### config.mk
export PLATFORM = sky130hd
export DESIGN_NAME = mpgs_top
export DESIGN_NICKNAME = d
export VERILOG_FILES = /design/src/logic/mpgs_pkg.sv /design/src/logic/mpgs_sync.sv /design/src/logic/mpgs_top.sv
export VERILOG_INCLUDE_DIRS = /design/src /design/src/logic
export SDC_FILE = /design/constraint.sdc
export NUM_CORES = 1
export LEC_CHECK = 0
export ABC_CLOCK_PERIOD_IN_PS = 5800
export BUFFER_PORTS_ARGS = -buffer_cell sky130_fd_sc_hd__buf_4
export CAP_MARGIN = 0
export CELL_PAD_IN_SITES_DETAIL_PLACEMENT = 0
export CELL_PAD_IN_SITES_GLOBAL_PLACEMENT = 1
export CORE_UTILIZATION = 52
export DETAILED_ROUTE_END_ITERATION = 8
export GPL_TIMING_DRIVEN = 0
export PLACE_DENSITY_LB_ADDON = 0.1
export SLEW_MARGIN = 40
export SYNTH_ARGS = -nofsm -noshare
export SYNTH_HDL_FRONTEND = slang
export SYNTH_SLANG_ARGS = --single-unit
### constraint.sdc
create_clock -name mclk -period 5.8 [get_ports mclk]
set_clock_uncertainty 0.1 [all_clocks]
set_input_delay 1.45 -clock mclk [delete_from_list [all_inputs] [get_ports mclk]]
set_output_delay 1.45 -clock mclk [all_outputs]
set_load 0.01 [all_outputs]
### src/logic/mpgs_cfg.svh
// timing constants and reset values for the power-good sequencer
`ifndef MPGS_CFG_SVH
`define MPGS_CFG_SVH
`define MPGS_CLK_HZ        25000000
`define MPGS_SEQ_STEP_US   1000
`define MPGS_SEQ_STEP_CYC  ((`MPGS_CLK_HZ / 1000000) * `MPGS_SEQ_STEP_US)
`define MPGS_BTN_MIN_NS    1000
`define MPGS_BTN_MIN_CYC   ((`MPGS_BTN_MIN_NS + 39) / 40)
`define MPGS_CNT_W         16
`define MPGS_ON_RESET      1'b0
`endif

### src/logic/mpgs_pkg.sv
// types of the power-good sequencer
package mpgs_pkg;
  typedef enum logic [4:0] {
    MPGS_OFF     = 5'h01,
    MPGS_RAMP    = 5'h02,
    MPGS_WAIT_PG = 5'h04,
    MPGS_RUN     = 5'h08,
    MPGS_DOWN    = 5'h10
  } mpgs_state_t;

  typedef struct packed {
    logic supply_good;
    logic button_n;
  } mpgs_pins_t;

  typedef struct packed {
    logic sleep_state3_n;
    logic sleep_state4_n;
    logic sleep_state5_n;
    logic module_reset_n;
  } mpgs_ctl_t;
endpackage

### src/logic/mpgs_sync.sv
// two-flop synchroniser for the power-control pins
`timescale 1ns/100ps
module mpgs_sync
  import mpgs_pkg::*;
(
  input  wire logic       mclk,
  input  wire logic       resetn,
  input  wire mpgs_pins_t pins_async,
  output mpgs_pins_t      pins_sync
);
  // idle levels: supply not good, button released
  mpgs_pins_t stage1;
  mpgs_pins_t next_stage1;

  always_comb begin
    next_stage1 = pins_async;
  end

  always_ff @(posedge mclk or negedge resetn) begin
    if (!resetn) begin
      stage1    <= '{supply_good: 1'b0, button_n: 1'b1};
      pins_sync <= '{supply_good: 1'b0, button_n: 1'b1};
    end else begin
      stage1    <= next_stage1;
      pins_sync <= stage1;
    end
  end
endmodule

### src/logic/mpgs_top.sv
// power-good gated power-up sequencer with button toggle
`timescale 1ns/100ps
`include "mpgs_cfg.svh"

module mpgs_top
  import mpgs_pkg::*;
(
  input  wire logic mclk,
  input  wire logic resetn,
  input  wire logic supply_good_in,
  input  wire logic power_button_in_n,
  input  wire logic auto_power_on,
  output logic      sleep_state3_out_n,
  output logic      sleep_state4_out_n,
  output logic      sleep_state5_out_n,
  output logic      module_reset_out_n,
  output logic      power_on
);
  mpgs_pins_t  pins_raw;
  mpgs_pins_t  pins_sync;
  mpgs_state_t state;
  mpgs_state_t next_state;
  logic [`MPGS_CNT_W-1:0] cnt;
  logic [`MPGS_CNT_W-1:0] next_cnt;
  logic [`MPGS_CNT_W-1:0] btn_cnt;
  logic [`MPGS_CNT_W-1:0] next_btn_cnt;
  logic        btn_latched;
  logic        next_btn_latched;
  logic        boot_done;
  logic        next_boot_done;
  logic        press;
  mpgs_ctl_t   ctl;
  mpgs_ctl_t   next_ctl;

  ////////////////////////////////////////////////////////////////////////////
  // an undriven supply good pin is pulled high on the module, so a floating
  // pin reads as good and the module still boots
  mpgs_sync u_sync (
    .mclk       (mclk),
    .resetn     (resetn),
    .pins_async (pins_raw),
    .pins_sync  (pins_sync)
  );

  // raw pins gathered into one carrier before the synchroniser
  always_comb begin
    pins_raw.supply_good = supply_good_in;
    pins_raw.button_n    = power_button_in_n;
  end

  ////////////////////////////////////////////////////////////////////////////
  // press accepted once held low for a minimum time; one toggle per press
  always_comb begin
    next_btn_cnt     = btn_cnt;
    next_btn_latched = btn_latched;
    press            = 1'b0;
    if (pins_sync.button_n) begin
      next_btn_cnt     = '0;
      next_btn_latched = 1'b0;
    end else if (!btn_latched) begin
      if (btn_cnt >= `MPGS_CNT_W'(`MPGS_BTN_MIN_CYC - 1)) begin
        press            = 1'b1;
        next_btn_latched = 1'b1;
      end else begin
        next_btn_cnt = btn_cnt + `MPGS_CNT_W'(1);
      end
    end
  end

  always_ff @(posedge mclk or negedge resetn) begin
    if (!resetn) begin
      btn_cnt     <= '0;
      btn_latched <= 1'b0;
    end else begin
      btn_cnt     <= next_btn_cnt;
      btn_latched <= next_btn_latched;
    end
  end

  ////////////////////////////////////////////////////////////////////////////
  // state machine
  always_comb begin
    next_state     = state;
    next_cnt       = cnt;
    next_boot_done = boot_done;
    case (state)
      MPGS_OFF: begin
        next_cnt = '0;
        // auto power-on is taken once after reset, then only the button counts
        if (press || (auto_power_on && !boot_done)) begin
          next_state     = MPGS_RAMP;
          next_boot_done = 1'b1;
        end else begin
          next_boot_done = 1'b1;
        end
      end
      MPGS_RAMP: begin
        // main rails ramping; settle one step before looking at supply good
        if (press) begin
          next_state = MPGS_DOWN;
          next_cnt   = '0;
        end else if (cnt >= `MPGS_CNT_W'(`MPGS_SEQ_STEP_CYC - 1)) begin
          next_state = MPGS_WAIT_PG;
          next_cnt   = '0;
        end else begin
          next_cnt = cnt + `MPGS_CNT_W'(1);
        end
      end
      MPGS_WAIT_PG: begin
        if (press) begin
          next_state = MPGS_DOWN;
        end else if (pins_sync.supply_good) begin
          next_state = MPGS_RUN;
        end
      end
      MPGS_RUN: begin
        if (press) begin
          next_state = MPGS_DOWN;
          next_cnt   = '0;
        end else if (!pins_sync.supply_good) begin
          next_state = MPGS_WAIT_PG;
        end
      end
      MPGS_DOWN: begin
        // hold reset while rails fall so a fast re-press cannot glitch them
        if (cnt >= `MPGS_CNT_W'(`MPGS_SEQ_STEP_CYC - 1)) begin
          next_state = MPGS_OFF;
          next_cnt   = '0;
        end else begin
          next_cnt = cnt + `MPGS_CNT_W'(1);
        end
      end
      default: begin
        next_state = MPGS_OFF;
        next_cnt   = '0;
      end
    endcase
  end

  ////////////////////////////////////////////////////////////////////////////
  // outputs registered from the next state
  always_comb begin
    next_ctl.module_reset_n = (next_state == MPGS_RUN);
    // no S3: all three sleep outputs only mirror main supply on or off
    next_ctl.sleep_state3_n = (next_state == MPGS_RAMP) || (next_state == MPGS_WAIT_PG)
                              || (next_state == MPGS_RUN);
    next_ctl.sleep_state4_n = next_ctl.sleep_state3_n;
    next_ctl.sleep_state5_n = next_ctl.sleep_state3_n;
  end

  always_ff @(posedge mclk or negedge resetn) begin
    if (!resetn) begin
      state     <= MPGS_OFF;
      cnt       <= '0;
      boot_done <= `MPGS_ON_RESET;
      ctl       <= '0;
    end else begin
      state     <= next_state;
      cnt       <= next_cnt;
      boot_done <= next_boot_done;
      ctl       <= next_ctl;
    end
  end

  always_comb begin
    sleep_state3_out_n = ctl.sleep_state3_n;
    sleep_state4_out_n = ctl.sleep_state4_n;
    sleep_state5_out_n = ctl.sleep_state5_n;
    module_reset_out_n = ctl.module_reset_n;
    power_on           = ctl.sleep_state3_n;
  end
endmodule

---- After elaboration in Yosys (flattened, before gate mapping) ----
Cells that the tools add are included.
word-level totals
  input port bits ......................... 5
  bits in registers ....................... 45
  logic and storage cells ................. 55
operators by class
  add/subtract/negate cells ............... 2
  multiplexer cells ....................... 21
  magnitude comparators ................... 2
  bitwise operators ....................... 1
  reductions and logical operators ........ 7
  eq/ne operators ......................... 11
operator list
  kind                                                                      number
  16-bit two-way mux                                                        6
  16-bit case mux with 4 select lines                                       1
  5-bit two-way mux                                                         8
  16-bit by 1-bit adder with 16-bit output (second input constant)          2
  5-bit case mux with 5 select lines                                        1
  16-bit by 15-bit >= comparator with 1-bit output (second input constant)  1
  16-bit by 5-bit >= comparator with 1-bit output (second input constant)   1
  5-bit by 2-bit equality test with 1-bit output (second input constant)    2
  5-bit by 3-bit equality test with 1-bit output (second input constant)    2
  5-bit by 4-bit equality test with 1-bit output (second input constant)    2
  5-bit by 1-bit equality test with 1-bit output (second input constant)    1
  5-bit equality test (second input constant)                               1
  1-bit two-way mux                                                         5
  2-bit by 1-bit inequality test with 1-bit output (second input constant)  2
  2-bit AND reduction                                                       2
  1-bit logical OR                                                          3
  2-bit inequality test (second input constant)                             1
  1-bit logical AND                                                         1
  1-bit zero test                                                           1
  1-bit inverter                                                            1

---- Longest topological paths before layout ----
Gate-level depths: netlist of the first run.
  word-level depth ........................ 10
  gate-level depth with buffers ........... 8
  depth with buffers taken out ............ 6

---- Hierarchy ----
From an unflattened synthesis of the first run, not the netlist that was laid out.
second synthesis, totals
  cell total of the unflattened synthesis .. 205
  area, all modules ....................... 2144.6 µm²
by module, submodules not included
  module     area each (µm²)  cells each  seq. area each (µm²)  instances
  mpgs_top   2042.0           201         1027.2                1
  mpgs_sync  102.6            4           102.6                 1

---- Worst setup path after synthesis of the first run ----
No wires, ideal clock.
  path type ............................... flip-flop to output port
  start point ............................. register sleep_state5_out_n (netlist name)
  end point ............................... output sleep_state3_out_n
  cell stages (with the launch flop) ...... 2
  required time ........................... 4250 ps
  path slack .............................. 3684 ps
  data arrival time ....................... 566 ps
  cells stage by stage .................... dfrtp_1 buf_4
RTL lines
  element        RTL line        RTL
  end, declared  mpgs_top.sv:13  output logic sleep_state3_out_n,

==> flow_summary.json, run 1 <==
{
  "post_cts_resized": 0,
  "synth_edf_count": 0,
  "die_y_um": 68.32,
  "port_buffers": 9,
  "clockPowerShare": 0.387,
  "initial_utilization": 0.5558,
  "placementRows": 23,
  "synth_compound_area_frac": 0.1351,
  "grt_pass1_vias": 1708,
  "synth_area_leader_cell": "dfrtp_1",
  "dp_hpwl_mm": 3.159,
  "io_pins": 10,
  "clock.fmax_mhz": 394.4,
  "async_reset_ff_frac": 1.000,
  "drc": 0,
  "path_max_fanout": 4,
  "switching_share": 0.2185,
  "synth_mux_area_frac": 0.004376,
  "final-setup-viol-count": 0,
  "syn_avg_cell_area_sq_um": 10.21,
  "antenna_found_initial": 0,
  "cp-start-kind": "flip-flop",
  "final_max_slew_viol_count": 0,
  "p_int_w": 0.0004640,
  "path_cells": "buf_4 -> buf_4",
  "p_sw_w": 0.0001297,
  "finalSetupTns_ns": 0,
  "power_frac_seq": 0.546,
  "post-cts-setup-buffers": 0,
  "viasPerCell": 6.089,
  "yosysSeqAreaShare": 0.4940,
  "synthTopCellsByArea": "dfrtp_1 46%, nand3_1 7.2%, dfstp_2 3.4%, nor2b_1 3.3%, nor2_1 2.5%",
  "combPwrFrac": 0.066,
  "cp.arrival_ns": 0.99,
  "total_power_w": 0.0005938,
  "core_sq_um": 4115,
  "drt_iter0_markers": 162,
  "placed_cells": 283,
  "nNetsFinal": 248,
  "finalHoldViolCount": 0,
  "hold_path.class": "reg -> reg",
  "drt-total-wl_mm": 4.576,
  "cts_hold_repair.buffers": 0,
  "tightestPinTransition_ns": 0.5246,
  "grt_first_pass_wirelength_mm": 8.052,
  "syn_area_sq_um": 2287,
  "rsz0062_at_grt": "no",
  "p_leak_nw": 1.129,
  "cp-end-kind": "output port",
  "yosys.area_share.simple": 0.2801,
  "powerDensity_nw_per_um2": 235.2,
  "path_common_cell": "buf_4",
  "clock-root-buffer": "clkbuf_8",
  "clk_path_buf_depth": 2,
  "layout-drive-gt1-share": 0.1701,
  "die_area_sq_um": 4668,
  "instances_no_fill": 291,
  "drtAntennaViolNets": 0,
  "routedWlPerCell_um": 15.73,
  "dr_total_vias": 1772,
  "final_common_cell": "dfrtp_1",
  "drv_cap": 0,
  "yosysUniqueCellTypes": 52,
  "overflow": 0,
  "synth_top_family_by_area": "simple AND/OR/NAND/NOR gates",
  "crit_type": "reg -> out",
  "syn2layout_area_growth_pct": 10.39,
  "fin_util": 0.6136,
  "cp.required_ns": 4.25,
  "postSynthCellCount": 224,
  "cts_tree": "built",
  "antenna_cells": 0,
  "worst_slew_margin_rel": 0.6412,
  "die_x_um": 68.32,
  "fin_crit_sh": 0.4372,
  "timing.final.crit_period_ns": 2.536,
  "synth-xor-area-share": 0.01149,
  "fill_cells": 344,
  "first_pass_iters": 4,
  "yosys_warnings": 0,
  "grt_max_degree": 46,
  "cts_buffers": 5,
  "outcome": "finished clean",
  "h-tree-depth": 2,
  "irDropWorstVdd_uv": 184.0,
  "clock-sinks": 45,
  "yosysTopAreaCellShare": 0.4595,
  "synth_nets": 232,
  "clk_pin_slew_worst_paths_ns": 0.09,
  "place_congestion": 0.8808,
  "yosys.area_share.adder": 0.01641,
  "cp_slowest_cell": "dfrtp_1",
  "synth-main-ff-cell": "dfrtp_1",
  "ys_seq_elements": 45,
  "clock_latency_ns": 0.30,
  "slowest_delay_ns": 0.42,
  "grt_usage": 0.2389,
  "final_cell_mix": "42 x dfrtp_1, 33 x nand3_1, 15 x nor2_1"
}
==> synthesized netlist by cell type (all sizes together), types with 2 or more instances <==
cell	count
nand2b	4
nor3b	3
o211ai	4
nor2b	12
and3	2
dfrtp	42
o22ai	2
ha	3
nor2	15
a21oi	7
nor3	7
or4	2
buf	12
nand3	33
nand2	15
nor4	4
o2bb2a	2
inv	10
a32oi	3
o21ai	6
xnor2	3
o221ai	2
dfstp	3
or2	2
nand4	9
==> worst max-delay path: cells and delay by family (launching register included) <==
family	cells	cell delay [ns]
buffers and inverters	2	0.27
flip-flops	1	0.42
==> worst paths after layout <==
| path | from | endpoint | slack [ns] | cells past startpoint |
|---|---|---|---|---|
| min in group asynchronous | resetn | module_reset_out_n | 1.03 | 1 |
| max | sleep_state5_out_n | sleep_state3_out_n | 3.26 | 2 |
| max in group asynchronous | resetn | u_sync.pins_sync[0] | 4.18 | 1 |
| max reg2reg | cnt[0] | cnt[14] | 3.38 | 6 |
| min | u_sync.stage1[1] | u_sync.pins_sync[1] | 0.26 | 0 |
| min reg2reg | u_sync.stage1[1] | u_sync.pins_sync[1] | 0.26 | 0 |
==> final cells by class <==
| class | instances | area (sq um) | share of cell area |
|---|---|---|---|
| buffer | 13 | 96.34 | 0.03816 |
| clock buffer | 6 | 72.57 | 0.02874 |
| clock inverter | 2 | 35.03 | 0.01388 |
| inverter | 10 | 37.54 | 0.01487 |
| multi-input combinational | 156 | 1023 | 0.4054 |
| sequential | 45 | 1130 | 0.4475 |
| tap | 50 | 62.56 | 0.02478 |
| timing repair buffer | 9 | 67.56 | 0.02676 |
==> layer usage <==
layer / up-vias / GRT usage / share of wire
li1: 845 / - / -
met1: 857 / 0.3191 / 0.46
met2: 63 / 0.3762 / 0.47
met3: 7 / 0.05000 / 0.057
met4: 0 / 0.09635 / 0.018
met5: - / 0 / 0
==> per-stage QoR <==
step | hold WS, ns | setup WS (ns) | area, sq um
floorplan | 0.2312 | 3.684 | 2287
global placement | 0.2356 | 3.510 | 2417
detailed placement | 0.2403 | 3.467 | 2417
CTS | 0.2610 | 3.245 | 2525
global route | 0.2645 | 3.210 | 2525
finish | 0.2562 | 3.264 | 2525
==> kinds of logic after synthesis <==
kind of cell / after synthesis
DFF: 45
xor gates and xnor gates: 3
adders and majority gates: 3
and+or+nand+nor: 112
muxes: 1
AOI/OAI and AO/OA: 37
buffers and inverters: 23
==> state kept, by name, summed over array words and instances, names as in the netlist <==
| name | cells |
|---|---|
| cnt | 16 |
| state | 5 |
| btn_latched | 1 |
| btn_cnt | 16 |
| sleep_state5_out_n | 1 |
| module_reset_out_n | 1 |
| u_sync.stage1 | 2 |
| boot_done | 1 |
| u_sync.pins_sync | 2 |
==> power by group through the flow <==
stage	Sequential (W)	Clock (W)	Combinational, W
after floorplan	0.000330	0	0.0000209
after global placement	0.000330	0	0.0000389
after detailed placement	0.000331	0	0.0000398
after CTS	0.000324	0.000238	0.0000402
after global routing	0.000325	0.000251	0.0000448
final	0.000324	0.000230	0.0000394
Power figures use the tool's default switching activity.
==> run 2: changes to the inputs <==
- ABC_CLOCK_PERIOD_IN_PS: 5800 -> 2100
- CORE_UTILIZATION: 52 -> 43
- clock period: 5.8 -> 2.1 ns (I/O delays scaled with it)
==> flow_summary.json, run 2 (synthesis gave the netlist of run 1 again) <==
{
  "outcome": "finished clean",
  "drt_iter0_markers": 139,
  "crit_start": "cnt[4]",
  "placementRows": 26,
  "initial_utilization": 0.4478,
  "grt_usage": 0.1973,
  "clock.fmax_mhz": 504.2,
  "routedWlPerCell_um": 15.82,
  "cts_tree": "built",
  "path_max_fanout": 8,
  "place_congestion": 0.8295,
  "p_int_w": 0.001285,
  "tightestPinTransition_ns": 0.5591,
  "setup_ws_ns": 0.1165,
  "final_max_slew_viol_count": 0,
  "cp-end-kind": "flip-flop",
  "drc": 0,
  "p_sw_w": 0.0003811,
  "cp.buffers_inverters": 1,
  "dp_hpwl_mm": 3.401,
  "core_sq_um": 5107,
  "final_common_cell": "dfrtp_1",
  "place_area_sq_um": 2442,
  "timing.final.crit_period_ns": 1.983,
  "grt_first_pass_wirelength_mm": 8.197,
  "design_area_sq_um": 2701,
  "cp_slowest_cell": "dfrtp_1",
  "clock_latency_ns": 0.30,
  "combPwrFrac": 0.066,
  "largest_registers": "btn_cnt x16, cnt x16, state x5",
  "final_cell_mix": "42 x dfrtp_1, 32 x nand3_1, 23 x buf_4",
  "h-tree-depth": 2,
  "dr_total_vias": 1778,
  "crit_type": "reg -> reg",
  "die_x_um": 74.93,
  "irDropWorstVdd_uv": 333.1,
  "nNetsFinal": 259,
  "antenna_cells": 0,
  "cp.required_ns": 2.25,
  "port_buffers": 9,
  "die_y_um": 74.93,
  "slowest_delay_ns": 0.56,
  "worst_slew_margin_rel": 0.6273,
  "worstReg2RegStart": "cnt[4]",
  "cts_buffers": 5,
  "drt-total-wl_mm": 5.095,
  "cts_hold_repair.buffers": 0,
  "first_pass_iters": 4,
  "cp-start-kind": "flip-flop",
  "power_frac_seq": 0.538,
  "finalHoldViolCount": 0,
  "viasPerCell": 5.522,
  "clockPowerShare": 0.396,
  "syn2layout_area_growth_pct": 18.11,
  "p_leak_nw": 1.193,
  "overflow": 0,
  "fin_crit_sh": 0.9445,
  "clk_path_buf_depth": 2,
  "layout-drive-gt1-share": 0.2262,
  "final-setup-viol-count": 0,
  "clk_pin_slew_worst_paths_ns": 0.09,
  "drv_cap": 0,
  "cp.arrival_ns": 2.13,
  "dp_slack_ns": -0.2296,
  "drtAntennaViolNets": 0,
  "clock-sinks": 45,
  "grt_pass1_vias": 1747,
  "antenna_found_initial": 0,
  "path_delay_family": "simple AND/OR/NAND/NOR gates",
  "hold_path.class": "in -> async",
  "powerDensity_nw_per_um2": 616.7,
  "switching_share": 0.2288,
  "io_pins": 10,
  "path_cells": "nand2_1 -> or2_1 -> clkbuf_1 -> or4_1 -> a21oi_1 -> o2bb2a_1",
  "grt_max_degree": 46,
  "clock-root-buffer": "clkbuf_8",
  "die_area_sq_um": 5615
}
-- run 2: changes by cell type in the layout (fill, tap and decap cells not counted), sizes merged --
| cell | delta |
|---|---|
| buf | +10 |
| clkinvlp | +1 |
-- run 2: layer usage --
layer	global-route usage	routed length (um)	up-vias
met5	0	0	-
met4	0.07547	44	0
met3	0.04819	231	4
met2	0.3363	2570	50
met1	0.2415	2250	863
li1	-	-	861
-- run 2: area by class of cell --
type | instances | area [sq um]
Buffer | 13 | 102.6
Clock buffer | 5 | 68.82
Clock inverter | 3 | 46.29
Fill cell | 469 | 2406
Inverter | 10 | 37.54
Multi-Input combinational cell | 156 | 1075
Sequential cell | 45 | 1130
Tap cell | 70 | 87.58
Timing Repair Buffer | 20 | 153.9
-- run 2: path summary, 6_finish.rpt --
kind,to,slack (ns),cells after the start
worst min register to register,u_sync.pins_sync[0],0.26,0
worst min-delay path,cnt[15],0.1,1
max in group asynchronous,cnt[9],1.40,1
worst max register to register,cnt[14],0.12,6
min in group mclk,u_sync.stage1[0],0.23,1
worst max-delay path,cnt[14],0.12,6
-- run 2: what timing repair did --
item | CTS | global route
pin swaps | 3 | 9
endpoints found under the hold margin | 0 | 0
endpoints found under the setup margin | 20 | 16
buffers inserted | 3 | 8
gates resized for setup | 7 | 5
-- run 2: metrics by stage --
| stage | cells | hold slack [ns] | total power [W] | setup TNS [ns] | util |
|---|---|---|---|---|---|
| 2_1_floorplan | 224 | 0.1294 | 0.0009690 | 0 | - |
| 3_3_place_gp | 303 | 0.2336 | 0.001021 | -2.747 | 0.4782 |
| 3_5_place_dp | 303 | 0.2516 | 0.001025 | -3.052 | 0.4782 |
| 4_1_cts | 314 | 0.1275 | 0.001685 | 0 | 0.5125 |
| 5_1_grt | 322 | 0.1524 | 0.001733 | -0.002816 | 0.5289 |
| 6_report | 322 | 0.09994 | 0.001666 | 0 | 0.5289 |
-- run 2: power by group through the flow --
stage / combinational [W] / sequential [W] / clock (W)
after global placement: 0.000109 / 0.000912 / 0
final: 0.000110 / 0.000896 / 0.000660
after global routing: 0.000123 / 0.000898 / 0.000711
after detailed placement: 0.000112 / 0.000913 / 0
after CTS: 0.000112 / 0.000896 / 0.000676
after floorplan: 0.0000578 / 0.000911 / 0
==> run 3: changes to the inputs <==
- ABC_AREA: default -> 1
- CORE_UTILIZATION: 43 -> 41
==> flow_summary.json, run 3 <==
{
  "ys_seq_elements": 45,
  "die_y_um": 79.70,
  "synth_most_common_cell": "nand2_1",
  "r2r_end": "cnt[9]",
  "grt_usage": 0.1851,
  "clk_path_buf_depth": 2,
  "synth-xor-area-share": 0.03185,
  "final_cell_mix": "83 x nand2_1, 47 x nand3_1, 42 x dfrtp_1",
  "hold-worst-slack_ns": 0.1083,
  "synth_compound_area_frac": 0.03438,
  "syn_area_sq_um": 2475,
  "cts_hold_repair.buffers": 0,
  "slowest_delay_ns": 0.46,
  "fill_cells": 566,
  "cp-end-kind": "flip-flop",
  "dp_hpwl_mm": 3.574,
  "io_pins": 10,
  "yosys_warnings": 0,
  "syn_avg_cell_area_sq_um": 7.758,
  "final-setup-viol-count": 0,
  "path_max_fanout": 10,
  "initial_utilization": 0.4361,
  "irDropWorstVdd_uv": 338.7,
  "hold_path.class": "in -> async",
  "post-cts-setup-buffers": 0,
  "drt_iter0_markers": 76,
  "worstReg2RegStart": "cnt[0]",
  "yosys.area_share.simple": 0.3706,
  "rrSetupSlack_ns": 0.23,
  "core_sq_um": 5675,
  "drc": 0,
  "placed_cells": 400,
  "final_max_slew_viol_count": 0,
  "routedWlPerCell_um": 12.26,
  "powerDensity_nw_per_um2": 604.0,
  "die_area_sq_um": 6351,
  "grt_first_pass_wirelength_mm": 8.976,
  "outcome": "finished clean",
  "yosys.area_share.adder": 0.01517,
  "finalSetupTns_ns": 0,
  "instances_no_fill": 408,
  "clock-root-buffer": "clkbuf_8",
  "cts_buffers": 5,
  "syn2layout_area_growth_pct": 10.92,
  "path_common_cell": "nand3_1",
  "tightestPinTransition_ns": 0.5795,
  "placementRows": 27,
  "fin_crit_sh": 0.8892,
  "place_area_sq_um": 2633,
  "synth-main-ff-cell": "dfrtp_1",
  "h-tree-depth": 2,
  "layout-drive-gt1-share": 0.1696,
  "port_buffers": 9,
  "final_common_cell": "nand2_1",
  "synthTopCellsByArea": "dfrtp_1 42%, nand2_1 13%, nand3_1 9.5%, nor2_1 5.6%, inv_1 5.3%",
  "clock_latency_ns": 0.30,
  "postSynthCellCount": 319,
  "clock-sinks": 45,
  "nNetsFinal": 343,
  "design_area_sq_um": 2745,
  "crit_type": "reg -> reg",
  "grt_pass1_vias": 1998,
  "cp_slowest_cell": "dfrtp_1",
  "r2r_cells": 11,
  "antenna_cells": 0,
  "yosysUniqueCellTypes": 30,
  "place_congestion": 0.7991,
  "clock.fmax_mhz": 535.5,
  "viasPerCell": 4.853,
  "finalHoldViolCount": 0,
  "yosysTopAreaCellShare": 0.4247,
  "synth_mux_area_frac": 0,
  "path_delay_family": "simple AND/OR/NAND/NOR gates",
  "largest_registers": "btn_cnt x16, cnt x16, state x5",
  "cp.arrival_ns": 2.01,
  "cts_tree": "built",
  "yosysSeqAreaShare": 0.4565,
  "synth_top_family_by_area": "simple AND/OR/NAND/NOR gates",
  "timing.final.crit_period_ns": 1.867,
  "synth_area_leader_cell": "dfrtp_1",
  "drv_cap": 0,
  "first_pass_iters": 4,
  "dp_slack_ns": 0.2488,
  "clk_pin_slew_worst_paths_ns": 0.09,
  "grt_max_degree": 46,
  "antenna_found_initial": 0,
  "cp.required_ns": 2.24,
  "die_x_um": 79.70,
  "drtAntennaViolNets": 0,
  "synth_edf_count": 0,
  "async_reset_ff_frac": 1.000,
  "synthTopCellsByCount": "83 x nand2_1, 47 x nand3_1, 42 x dfrtp_1",
  "path_cells": "ha_1 -> nand2_2 -> nand3_1 -> nand2_1 -> nand2_1 -> nand2_2 -> nand2_4 -> buf_8 -> nor2_2 -> nand3_1 -> nand3_1",
  "synth_nets": 327,
  "worst_slew_margin_rel": 0.6137,
  "rsz0062_at_grt": "no",
  "p_leak_nw": 1.245,
  "setup_ws_ns": 0.2326,
  "overflow": 0,
  "post_cts_resized": 0,
  "drt-total-wl_mm": 5.002,
  "cp.buffers_inverters": 1,
  "dr_total_vias": 1980,
  "cp-start-kind": "flip-flop"
}
[run 3: changes by cell type after synthesis, sizes merged, moves of 6 or more]
cell	change
nand2	+75
nor2	+38
inv	+26
nand3	+14
nor2b	-12
xor2	+8
nor3	-6
[run 3: worst max path at each step]
stage                      start       to  slack, ns  cells past startpoint
after global routing      cnt[0]   cnt[9]       0.07                     11
after global placement    cnt[0]  cnt[13]       0.27                     11
after floorplan           cnt[0]  cnt[11]       0.48                     11
after CTS                 cnt[0]   cnt[9]       0.23                     11
after detailed placement  cnt[0]   cnt[9]       0.25                     11
final                     cnt[0]   cnt[9]       0.23                     11
[run 3: power by group]
part            total, W  internal [W]  switching (W)
clock           0.000677      0.000357       0.000320
sequential      0.000895      0.000883      0.0000112
combinational  0.0000868     0.0000392      0.0000476
total            0.00166       0.00128       0.000378
[run 3: stage by stage]
stage	utilization	total power, W
3_5_place_dp	0.4638	0.001000
4_1_cts	0.4837	0.001689
5_1_grt	0.4837	0.001749
3_3_place_gp	0.4638	0.0009992
6_report	0.4837	0.001658
2_1_floorplan	-	0.0009538
[run 3: worst reg2reg max path: stages (launching register included)]
cell	delay [ns]
dfrtp_1	0.46
ha_1	0.32
nand2_2	0.11
nand3_1	0.07
nand2_1	0.06
nand2_1	0.06
nand2_2	0.07
nand2_4	0.09
buf_8	0.17
nor2_2	0.11
nand3_1	0.09
nand3_1	0.09
[run 3: cells by family after synthesis]
family	Yosys count
and+or+nand+nor	200
AOI/OAI and AO/OA	15
buffers and inverters	47
xor gates and xnor gates	9
adders and majority gates	3
DFF	45
[run 3: area by class of cell]
type	count	area, sq um	share of cell area
inverter	37	138.9	0.05059
timing repair buffer	9	67.56	0.02461
multi-input combinational	227	1119	0.4075
clock buffer	5	68.82	0.02507
tap	72	90.09	0.03282
buffer	10	87.58	0.03191
clock inverter	3	43.79	0.01595
sequential	45	1130	0.4116
[run 3: layer usage]
metal / share of wire / routed length (um) / global-route usage
met3: 0.024 / 121 / 0.03771
met5: 0 / 0 / 0
met4: 0.0090 / 45 / 0.05273
met1: 0.50 / 2526 / 0.2370
met2: 0.46 / 2308 / 0.3137
